===== src/wdt_pkg.sv =====
// Purpose: shared constants for the guarded watchdog timer
// Assumes: 8-bit special-function-register bus, 32.768 kHz timebase
// Notes: all offsets, fields, reset values and counts live here
package wdt_pkg;
    // register map
    localparam logic [7:0] CTRL_ADDR = 8'hC0; // watchdog_control byte address
    localparam logic [7:0] CTRL_RESET = 8'h10; // value after power-on
    // field positions inside watchdog_control
    localparam int PRE_LSB = 4; // timeout_prescale_code occupies bits 7..4
    localparam int ACT_BIT = 3; // timeout_action_select
    localparam int FLAG_BIT = 2; // watchdog_timeout_flag
    localparam int EN_BIT = 1; // watchdog_enable_refresh
    localparam int ARM_BIT = 0; // control_write_arm
    // field reset values taken apart from the byte reset value
    localparam logic [3:0] PRE_RESET = CTRL_RESET[7:4];
    localparam logic ACT_RESET = CTRL_RESET[3];
    localparam logic FLAG_RESET = CTRL_RESET[2];
    localparam logic EN_RESET = CTRL_RESET[1];
    // timeout table: code n gives 2^n * 2^9 timebase periods
    localparam int BASE_SHIFT = 9; // 512 periods at code zero
    localparam logic [3:0] CODE_MAX_TIMED = 4'h7; // longest timed code, 2000 ms
    localparam logic [3:0] CODE_IMMEDIATE = 4'h8; // immediate reset code
    localparam int CNT_W = 16; // watchdog counter width
    // clocks, for reference of the figures above
    localparam int XTAL_HZ = 32768; // timebase rate
    localparam int CORE_HZ = 10000000; // ref_clk rate
    localparam int CORE_PER_XTAL = CORE_HZ / XTAL_HZ; // core cycles per timebase period, floor
    // arming sequencer states
    typedef enum logic [1:0] {
        ARM_IDLE = 2'b00, // writes refused unless they arm
        ARM_PENDING = 2'b01, // arming instruction still running
        ARM_OPEN = 2'b10 // next instruction may write
    } wdt_arm_t;
endpackage


===== src/wdt_top.sv =====
// Purpose: watchdog timer with guarded control register on the core register bus
// Assumes: xtal_clk is the free-running 32.768 kHz crystal clock, sampled as a pin
// Notes: functional notes below; timing is counted in crystal periods
// Functional notes
// disabled watchdog takes no timeout action
// missed refresh while enabled causes reset or interrupt; reserved codes 9-15 never time out
// 16-bit counter advanced by 32.768 kHz timebase
// prescale codes 0-7 timed, 8 immediate reset
// control writes need preceding arming write
// control register powers up as 10H
// timeout sets status flag, kept across watchdog reset
// enable cleared by zero write or watchdog reset
// action select: zero resets, one interrupts
// arming lasts exactly one following instruction
// setting enable clears counter, new period
`timescale 1ns/100ps
module wdt_top (
    // clock and reset
    input wire logic ref_clk,
    input wire logic rst_b,
    // crystal timebase pin
    input wire logic xtal_clk,
    // core register bus, byte access
    input wire logic [7:0] sfr_addr,
    input wire logic sfr_wr,
    input wire logic sfr_rd,
    input wire logic [7:0] sfr_wdata,
    // core register bus, bit access to the same address
    input wire logic sfr_bit_wr,
    input wire logic [2:0] sfr_bit_idx,
    input wire logic sfr_bit_val,
    // instruction boundary from the core
    input wire logic instr_done,
    // read data
    output logic [7:0] sfr_rdata_r,
    // timeout actions
    output logic sys_rst_req_r,
    output logic wdt_irq_r
);
    logic xtal_lvl; // filtered timebase level
    logic xtal_prev_r; // last filtered level, for edge detection
    logic tick; // one core cycle per timebase period
    logic [3:0] pre_r; // timeout_prescale_code
    logic act_r; // timeout_action_select
    logic flag_r; // watchdog_timeout_flag
    logic en_r; // watchdog_enable_refresh
    wdt_pkg::wdt_arm_t arm_r; // arming sequencer
    logic [wdt_pkg::CNT_W-1:0] cnt_r; // watchdog counter
    logic [wdt_pkg::CNT_W-1:0] limit; // last count before timeout
    logic [7:0] ctrl_view; // register as software sees it
    logic sel; // register addressed
    logic any_wr; // byte or bit write to the register
    logic [7:0] wr_val; // effective new byte value
    logic accept; // write taken into the fields
    logic arm_req; // write that only arms
    logic timeout; // timeout event this cycle
    logic rst_action; // timeout resolves to system reset

    // timebase pin enters through the synchroniser
    wdt_sync3 wdt_sync3_inst (
        .clk(ref_clk),
        .rst_b(rst_b),
        .async_in(xtal_clk),
        .level_r(xtal_lvl)
    );

    // rising edge of the settled timebase
    always_ff @(posedge ref_clk or negedge rst_b) begin
        if (!rst_b) begin
            xtal_prev_r <= 1'b0;
        end else begin
            xtal_prev_r <= xtal_lvl;
        end
    end
    assign tick = xtal_lvl & ~xtal_prev_r;

    // register view and write decode; bit writes are read-modify-write
    always_comb begin
        ctrl_view = {pre_r, act_r, flag_r, en_r, arm_r != wdt_pkg::ARM_IDLE};
        sel = (sfr_addr == wdt_pkg::CTRL_ADDR);
        any_wr = sel & (sfr_wr | sfr_bit_wr);
        wr_val = sfr_wdata;
        if (sfr_bit_wr) begin
            wr_val = ctrl_view;
            wr_val[sfr_bit_idx] = sfr_bit_val;
        end
        accept = any_wr & (arm_r == wdt_pkg::ARM_OPEN);
        arm_req = any_wr & (arm_r == wdt_pkg::ARM_IDLE) & wr_val[wdt_pkg::ARM_BIT];
    end

    // timeout decision; reserved codes never time out
    always_comb begin
        limit = '1;
        if (pre_r <= wdt_pkg::CODE_MAX_TIMED) begin
            limit = wdt_pkg::CNT_W'((32'd1 << (wdt_pkg::BASE_SHIFT + 32'(pre_r))) - 32'd1);
        end
        timeout = 1'b0;
        if (en_r) begin
            if (pre_r == wdt_pkg::CODE_IMMEDIATE) begin
                timeout = 1'b1;
            end else if (pre_r <= wdt_pkg::CODE_MAX_TIMED) begin
                timeout = tick & (cnt_r == limit);
            end
        end
        rst_action = ~act_r | (pre_r == wdt_pkg::CODE_IMMEDIATE);
    end

    // arming sequencer: arm, then exactly one instruction may write
    always_ff @(posedge ref_clk or negedge rst_b) begin
        if (!rst_b) begin
            arm_r <= wdt_pkg::ARM_IDLE;
        end else begin
            case (arm_r)
                wdt_pkg::ARM_IDLE: begin
                    if (arm_req) begin
                        // arming write may end its own instruction at once
                        arm_r <= instr_done ? wdt_pkg::ARM_OPEN : wdt_pkg::ARM_PENDING;
                    end
                end
                wdt_pkg::ARM_PENDING: begin
                    if (instr_done) begin
                        arm_r <= wdt_pkg::ARM_OPEN;
                    end
                end
                wdt_pkg::ARM_OPEN: begin
                    if (accept || instr_done) begin
                        arm_r <= wdt_pkg::ARM_IDLE;
                    end
                end
                default: begin
                    arm_r <= wdt_pkg::ARM_IDLE;
                end
            endcase
        end
    end

    // prescale and action fields
    always_ff @(posedge ref_clk or negedge rst_b) begin
        if (!rst_b) begin
            pre_r <= wdt_pkg::PRE_RESET;
            act_r <= wdt_pkg::ACT_RESET;
        end else if (accept) begin
            pre_r <= wr_val[7:wdt_pkg::PRE_LSB];
            act_r <= wr_val[wdt_pkg::ACT_BIT];
        end
    end

    // status flag; a timeout beats a software clear in the same cycle
    always_ff @(posedge ref_clk or negedge rst_b) begin
        if (!rst_b) begin
            flag_r <= wdt_pkg::FLAG_RESET;
        end else if (timeout) begin
            flag_r <= 1'b1;
        end else if (accept) begin
            flag_r <= wr_val[wdt_pkg::FLAG_BIT];
        end
    end

    // enable; own reset request disarms, flag is left alone for software
    always_ff @(posedge ref_clk or negedge rst_b) begin
        if (!rst_b) begin
            en_r <= wdt_pkg::EN_RESET;
        end else if (timeout && rst_action) begin
            en_r <= 1'b0;
        end else if (accept) begin
            en_r <= wr_val[wdt_pkg::EN_BIT];
        end
    end

    // counter: held clear while off, restarted on refresh or timeout
    always_ff @(posedge ref_clk or negedge rst_b) begin
        if (!rst_b) begin
            cnt_r <= '0;
        end else if (!en_r || timeout || (accept && wr_val[wdt_pkg::EN_BIT])) begin
            cnt_r <= '0;
        end else if (tick) begin
            cnt_r <= cnt_r + 1'b1;
        end
    end

    // timeout actions, one-cycle pulses
    always_ff @(posedge ref_clk or negedge rst_b) begin
        if (!rst_b) begin
            sys_rst_req_r <= 1'b0;
            wdt_irq_r <= 1'b0;
        end else begin
            sys_rst_req_r <= timeout & rst_action;
            wdt_irq_r <= timeout & ~rst_action;
        end
    end

    // read data, registered; unmatched address reads zero
    always_ff @(posedge ref_clk or negedge rst_b) begin
        if (!rst_b) begin
            sfr_rdata_r <= 8'h00;
        end else if (sfr_rd) begin
            sfr_rdata_r <= sel ? ctrl_view : 8'h00;
        end
    end
endmodule // wdt_top


===== src/wdt_sync3.sv =====
// Purpose: three-stage synchroniser with agreement filter
// Assumes: input is asynchronous to clk
// Notes: level changes only when stages two and three agree
`timescale 1ns/100ps
module wdt_sync3 (
    // clock and reset
    input wire logic clk,
    input wire logic rst_b,
    // asynchronous level in, filtered level out
    input wire logic async_in,
    output logic level_r
);
    logic s1_r; // metastable stage, read only by s2_r
    logic s2_r; // second stage
    logic s3_r; // third stage

    // shift chain
    always_ff @(posedge clk or negedge rst_b) begin
        if (!rst_b) begin
            s1_r <= 1'b0;
            s2_r <= 1'b0;
            s3_r <= 1'b0;
        end else begin
            s1_r <= async_in;
            s2_r <= s1_r;
            s3_r <= s2_r;
        end
    end

    // accept a change only once the settled stages agree
    always_ff @(posedge clk or negedge rst_b) begin
        if (!rst_b) begin
            level_r <= 1'b0;
        end else if (s2_r == s3_r) begin
            level_r <= s3_r;
        end
    end
endmodule // wdt_sync3


===== config.mk =====
export PLATFORM = sky130hd
export DESIGN_NAME = wdt_top
export DESIGN_NICKNAME = d
export VERILOG_FILES = /design/src/wdt_pkg.sv /design/src/wdt_top.sv /design/src/wdt_sync3.sv
export SDC_FILE = /design/constraint.sdc
export NUM_CORES = 1
export LEC_CHECK = 0
export BUFFER_PORTS_ARGS = -buffer_cell sky130_fd_sc_hd__buf_4
export CORE_ASPECT_RATIO = 1.4
export CORE_MARGIN = 1.5
export CORE_UTILIZATION = 50
export DETAILED_ROUTE_END_ITERATION = 16
export PLACE_DENSITY = 0.72
export SLEW_MARGIN = 10
export SYNTH_ARGS = -nofsm -noshare
export SYNTH_HDL_FRONTEND = slang
export SYNTH_SLANG_ARGS = --single-unit

===== constraint.sdc =====
create_clock -name ref_clk -period 2.4 [get_ports ref_clk]
set_clock_uncertainty 0.2 [all_clocks]
set_input_delay 0.48 -clock ref_clk [delete_from_list [all_inputs] [get_ports ref_clk]]
set_output_delay 0.48 -clock ref_clk [all_outputs]
set_load 0.02 [all_outputs]

==> Word-level counts from Yosys, hierarchy flattened <==
Index checks and enable logic that the tools add are counted.
{ "totals": {"out_inout_bits": 10, "wordCells": 76, "in_bits": 27, "reg_bits": 40} }
{ "classes": {"reduce_logical": 13, "bitwise": 13, "magnitude_cmp": 3, "eq_ne": 9, "add_sub_neg": 3, "shifts": 1, "muxes": 20} }
{ "op_table": {"columns": ["operator", "n"], "rows": [
  ["16-bit 2-to-1 mux", 3],
  ["16-bit by 1-bit adder with 16-bit output (second input constant)", 1],
  ["16-bit == test", 1],
  ["8-bit 2-to-1 mux", 2],
  ["1-bit by 5-bit << shifter with 16-bit output (first input constant)", 1],
  ["16-bit by 1-bit subtractor with 16-bit output (second input constant)", 1],
  ["1-bit bitwise AND", 8],
  ["8-bit bitwise mux", 1],
  ["8-bit == test (second input constant)", 1],
  ["1-bit 2-to-1 mux", 8],
  ["2-bit 2-to-1 mux", 4],
  ["2-bit nonzero test", 4],
  ["2-bit one-hot mux with 3 select lines", 1],
  ["4-bit by 4-bit adder with 5-bit output (first input constant)", 1],
  ["4-bit == test (second input constant)", 1],
  ["4-bit by 3-bit <= comparator with 1-bit output (second input constant)", 1],
  ["3-bit by 4-bit less-than comparator with 1-bit output (second input constant)", 1],
  ["2-bit != test (second input constant)", 2],
  ["1-bit demux with 3-bit select", 1],
  ["3-bit by 1-bit >= comparator with 1-bit output (second input constant)", 1],
  ["1-bit logical AND", 3],
  ["1-bit logical OR", 3],
  ["1-bit NOT", 3],
  ["3-bit AND reduction", 1],
  ["other kinds (7)", 8]
]} }

==> Longest topological paths before layout <==
{ "logic_depth": {"ltp_word": 12, "ltp_mapped": 9, "mapped_depth_nobuf": 6} }

==> Cells and area by module <==
From an unflattened synthesis, not the netlist that was laid out.
{ "hier_totals": {"hier_cells": 268, "hier_area_um2": 2546.2} }
{ "modules_own_cells": {"columns": ["module", "cells_each", "area_each_um2", "seq_area_each_um2", "n_inst"], "rows": [
  ["wdt_top", 263, 2434.8, 902.1, 1],
  ["wdt_sync3", 5, 111.4, 100.1, 1]
]} }

==> Worst setup path before layout <==
No wires, ideal clock.
{ "synth_timing": {"kind": "flip-flop to flip-flop", "startpoint": "reg pre_r[1]", "endpoint": "reg cnt_r[10] (netlist bit)", "setup_slack_ps": 265, "n_path_buf": 2, "t_arrival_ps": 1809, "required_ps": 2074, "setup_time_ps": 126, "stages_incl_launch_ff": 8, "cell_sequence": "dfrtp_1 -> o21a_1 -> or3_1 -> a2111oi_2 -> and4_1 -> buf_6 -> buf_12 -> nor3_2"} }
{ "synth_via": {"elab_chain_len": 12, "elab_cells_between_ends": 15} }
{ "synth_rtl": {"columns": ["item", "line", "source"], "rows": [
  ["start: declaration", "wdt_top.sv:43", "logic [3:0] pre_r;"],
  ["start signal: assignment", "wdt_top.sv:140", "pre_r <= wdt_pkg::PRE_RESET;"],
  ["start signal: assignment", "wdt_top.sv:143", "pre_r <= wr_val[7:wdt_pkg::PRE_LSB];"],
  ["4-bit by 4-bit adder with 5-bit output", "wdt_top.sv:95", "limit = wdt_pkg::CNT_W'((32'd1 << (wdt_pkg::BASE_SHIFT + 32'(pre_r))) - 32'd1);"],
  ["1-bit by 5-bit << shifter with 16-bit output", "wdt_top.sv:95", null],
  ["16-bit by 1-bit subtractor with 16-bit output", "wdt_top.sv:95", null],
  ["16-bit 2-to-1 mux", "wdt_top.sv:94", "if (pre_r <= wdt_pkg::CODE_MAX_TIMED) begin"],
  ["16-bit == test", "wdt_top.sv:102", "timeout = tick & (cnt_r == limit);"],
  ["1-bit bitwise AND", "wdt_top.sv:102", null],
  ["1-bit 2-to-1 mux", "wdt_top.sv:101", "end else if (pre_r <= wdt_pkg::CODE_MAX_TIMED) begin"],
  ["1-bit 2-to-1 mux *", "wdt_top.sv:99", "if (pre_r == wdt_pkg::CODE_IMMEDIATE) begin"],
  ["1-bit 2-to-1 mux *", "wdt_top.sv:98", "if (en_r) begin"],
  ["1-bit logical OR * (2 in a row)", "wdt_top.sv:174", "end else if (!en_r || timeout || (accept && wr_val[wdt_pkg::EN_BIT])) begin"],
  ["16-bit 2-to-1 mux or 2-bit nonzero test (tied branches)", null, null],
  ["end signal: assignment", "wdt_top.sv:177", "cnt_r <= cnt_r + 1'b1;"],
  ["end: declaration", "wdt_top.sv:48", "logic [wdt_pkg::CNT_W-1:0] cnt_r;"]
]} }
Mark *: on every way between the ends. The rest lies on a longest branch, timed or not.
A chain may end at the register's enable or synchronous reset.

==> Final worst setup path <==
{ "layout_timing": {"startpoint": "reg pre_r[0]", "endpoint": "reg cnt_r[3] (netlist bit)"} }
The elaborated chain is that of the path after synthesis.

==> impl_metrics.tcl <==
set metrics [dict create \
    status "finished, final reports clean" \
    die_h_um 85.3 \
    dp_cells 355 \
    htreeDepth 2 \
    postCtsSetupRepairBufs 0 \
    report.final.slew_viol_count 0 \
    leakagePower_nw 1.23 \
    crit_arrival_ns 2.24 \
    min_path_cells 1 \
    slowest_delay_ns 0.45 \
    worst_pin_slew_ns 0.549 \
    hp-class "primary input to register" \
    async_reset_ff_share_pct 100 \
    path_delay_family "simple AND/OR/NAND/NOR gates" \
    seqPwrFrac_pct 50.3 \
    sw_frac_of_total_pct 23.3 \
    wl_met3_um 177 \
    final_core_util_pct 64.2 \
    synth_seq_cells 40 \
    drcViolationCount 0 \
    grt_use_total_pct 24.0 \
    slew_headroom_pct 63.0 \
    final_cell_mix "51 x buf_4, 39 x dfrtp_1, 22 x nand2_1" \
    maxCapViolCount 0 \
    grt_pass1_wl_um 9670 \
    post-route-period-util_pct 93.7 \
    drive_above_1_share_pct 26.5 \
    worst_hold_path.endpoint "wdt_sync3_inst.s1_r$_DFF_PN0_" \
    cts_made_buffers 5 \
    p_clk_share_pct 41.9 \
    synth_warnings 0 \
    yosysUniqueCellTypes 62 \
    whs_ns 0.0868 \
    viasPerCell 5.71 \
    syn-cell-area_um2 2420 \
    top_layer_used "met4" \
    critPathCaptureType "register" \
    dr.pass1.iters 4 \
    pin_count 37 \
    worstReg2RegStart "pre_r[0]$_DFFE_PN1P_" \
    drt-met1-wl_um 2370 \
    reg2reg_slack_ns 0.15 \
    synth-edff-count 0 \
    place_congestion 0.809 \
    hpwl_um 4020 \
    cts.reportedPaths.clkPinSlew_ns 0.08 \
    areaGrowthSynthToFinish_pct 22.2 \
    fin_tns_setup_ns 0 \
    cp_slowest_cell "dfstp_2" \
    setup_violations 0 \
    min_period_ns 2.25 \
    startpoint_type "register" \
    port-buffer-count 36 \
    hold_violations 0 \
    vias 2079 \
    seq_area_frac_synth_pct 41.4 \
    p_int_mw 1.04 \
    power_density_nw_per_um2 461 \
    layout_commonest_cell "buf_4" \
    p_comb_share_pct 7.8 \
    routedWlPerCell_um 15.0 \
    grt_start_max_net_pins 41 \
    clockRootBuffer "clkbuf_8" \
    fmax_mhz 445 \
    dieArea_um2 5270 \
    p_sw_mw 0.317 \
    cp.required_ns 2.39 \
    wl_met2_um 2770 \
    drtIter0Drc 69 \
    start_util_pct 52.5 \
    fin_nets 330 \
    cts_tree "built" \
    grt_pass1_vias 2177 \
    ant_nets 0 \
    grt-ovfl-total 0 \
    synthFlopType "dfrtp_1" \
    fin_cells 364 \
    core_um2 4610 \
    num_rows 29 \
    critPathBufInv 1 \
    crit_path_cell_trace "o21a_1, or3_1, a2111oi_4, and4_1, buf_4, nor3_1" \
    clockBufferDepth 2 \
    ir_drop_uv 481 \
    synthCells 253 \
    hold_start "xtal_clk" \
    antenna_cells 0 \
    wirelength_um 5480 \
    cts_sinks 40 \
    synth_area_per_cell_um2 9.56 \
    worstPathMaxFanout 15 \
    r2r-end "cnt_r[3]$_DFFE_PN0P_" \
    antenna_found_initial 0 \
    ff2ff_path_depth 6 \
    rsz0062_at_grt "no" \
    path_class "register to register" \
    die_width_um 61.8 \
    clock_latency_ns 0.30 \
]
layout make-up:
class,count,area (um^2)
fillers,399,1650
inverters,13,48.8
clock buffers,5,68.8
repair buffers,53,413
well taps,62,77.6
multi-input cells,188,1300
clock inverters,3,46.3
flip-flops and latches,40,1000
cells in the mapped netlist (all sizes together) (2+ instances only):
cell type | instances | area [um^2]
a22oi | 2 | 15.0
inv | 13 | 48.8
a21oi | 3 | 15.0
dfrtp | 39 | 976
nand2 | 22 | 82.6
nand3 | 7 | 35.0
nor2b | 3 | 18.8
nand4 | 9 | 56.3
and3 | 4 | 25.0
xor2 | 13 | 114
a21o | 2 | 16.3
nor4b | 2 | 17.5
o22ai | 7 | 43.8
nor4 | 5 | 37.5
nor4bb | 3 | 30.0
o21a | 2 | 15.0
o41ai | 3 | 26.3
mux2 | 3 | 33.8
xnor2 | 7 | 61.3
nand2b | 5 | 31.3
a211o | 2 | 17.5
o21ai | 12 | 60.1
or3 | 2 | 12.5
buf | 9 | 68.8
a221o | 2 | 20.0
clkbuf | 4 | 15.0
nor3 | 21 | 155
and2 | 3 | 18.8
nor2 | 11 | 41.3
or2 | 2 | 12.5
and3b | 2 | 17.5
mux2i | 3 | 30.0
nor3b | 3 | 22.5
or4b | 2 | 20.0
ha | 2 | 25.0
layer usage:
layer | GRT usage, % | vias up
met5 | 0 | -
met4 | 10.3 | 0
met3 | 4.73 | 11
met2 | 39.6 | 46
met1 | 29.5 | 1008
li1 | - | 1014
power by group through the flow:
stage | Clock, mW | Sequential, mW | Combinational (mW)
2_1_floorplan | 0 | 0.697 | 0.0441
3_3_place_gp | 0 | 0.699 | 0.104
3_5_place_dp | 0 | 0.699 | 0.105
4_1_cts | 0.581 | 0.685 | 0.106
5_1_grt | 0.606 | 0.686 | 0.120
6_report | 0.570 | 0.685 | 0.106
per-stage QoR:
step	area [um^2]	worst slack (ns)	power, mW
final	2960	0.151	1.36
after global routing	2960	0.0277	1.41
after CTS	2940	0.128	1.37
after detailed placement	2820	0.161	0.803
after global placement	2820	0.181	0.803
after floorplan	2420	0.265	0.741
worst max path at each step:
stage	from	end	slack (ns)	cells after the start
after floorplan	pre_r[1]$_DFFE_PN0P_	cnt_r[10]$_DFFE_PN0P_	0.26	7
after global placement	sfr_addr[5]	flag_r$_DFFE_PN0P_	0.18	7
after detailed placement	pre_r[0]$_DFFE_PN1P_	cnt_r[8]$_DFFE_PN0P_	0.16	6
after CTS	pre_r[0]$_DFFE_PN1P_	cnt_r[8]$_DFFE_PN0P_	0.13	6
after global routing	pre_r[0]$_DFFE_PN1P_	cnt_r[1]$_DFFE_PN0P_	0.03	6
final	pre_r[0]$_DFFE_PN1P_	cnt_r[3]$_DFFE_PN0P_	0.15	6
cells by family (layout without fill, tap and decap cells):
logic type,count (synthesis),count (layout),synth area share (%)
adders and majority gates,3,3,1.45
other,1,2,0.155
muxes,6,6,2.64
DFF,40,40,41.4
and+or+nand+nor,110,110,27.7
buffers and inverters,26,74,5.48
xor gates and xnor gates,20,20,7.24
AOI/OAI and AO/OA,47,47,13.9
state kept, by name, summed over array words and instances (netlist names), 2 cells and up:
register     count
arm_r            2
cnt_r           16
pre_r            4
sfr_rdata_r      8
what timing repair did:
item                                    CTS  global route
endpoints found under the setup margin    0            12
endpoints found under the hold margin    39             0
gates resized for setup                   0             1
hold buffers                              1             0
No activity file was read; power rests on OpenSTA's default activity.
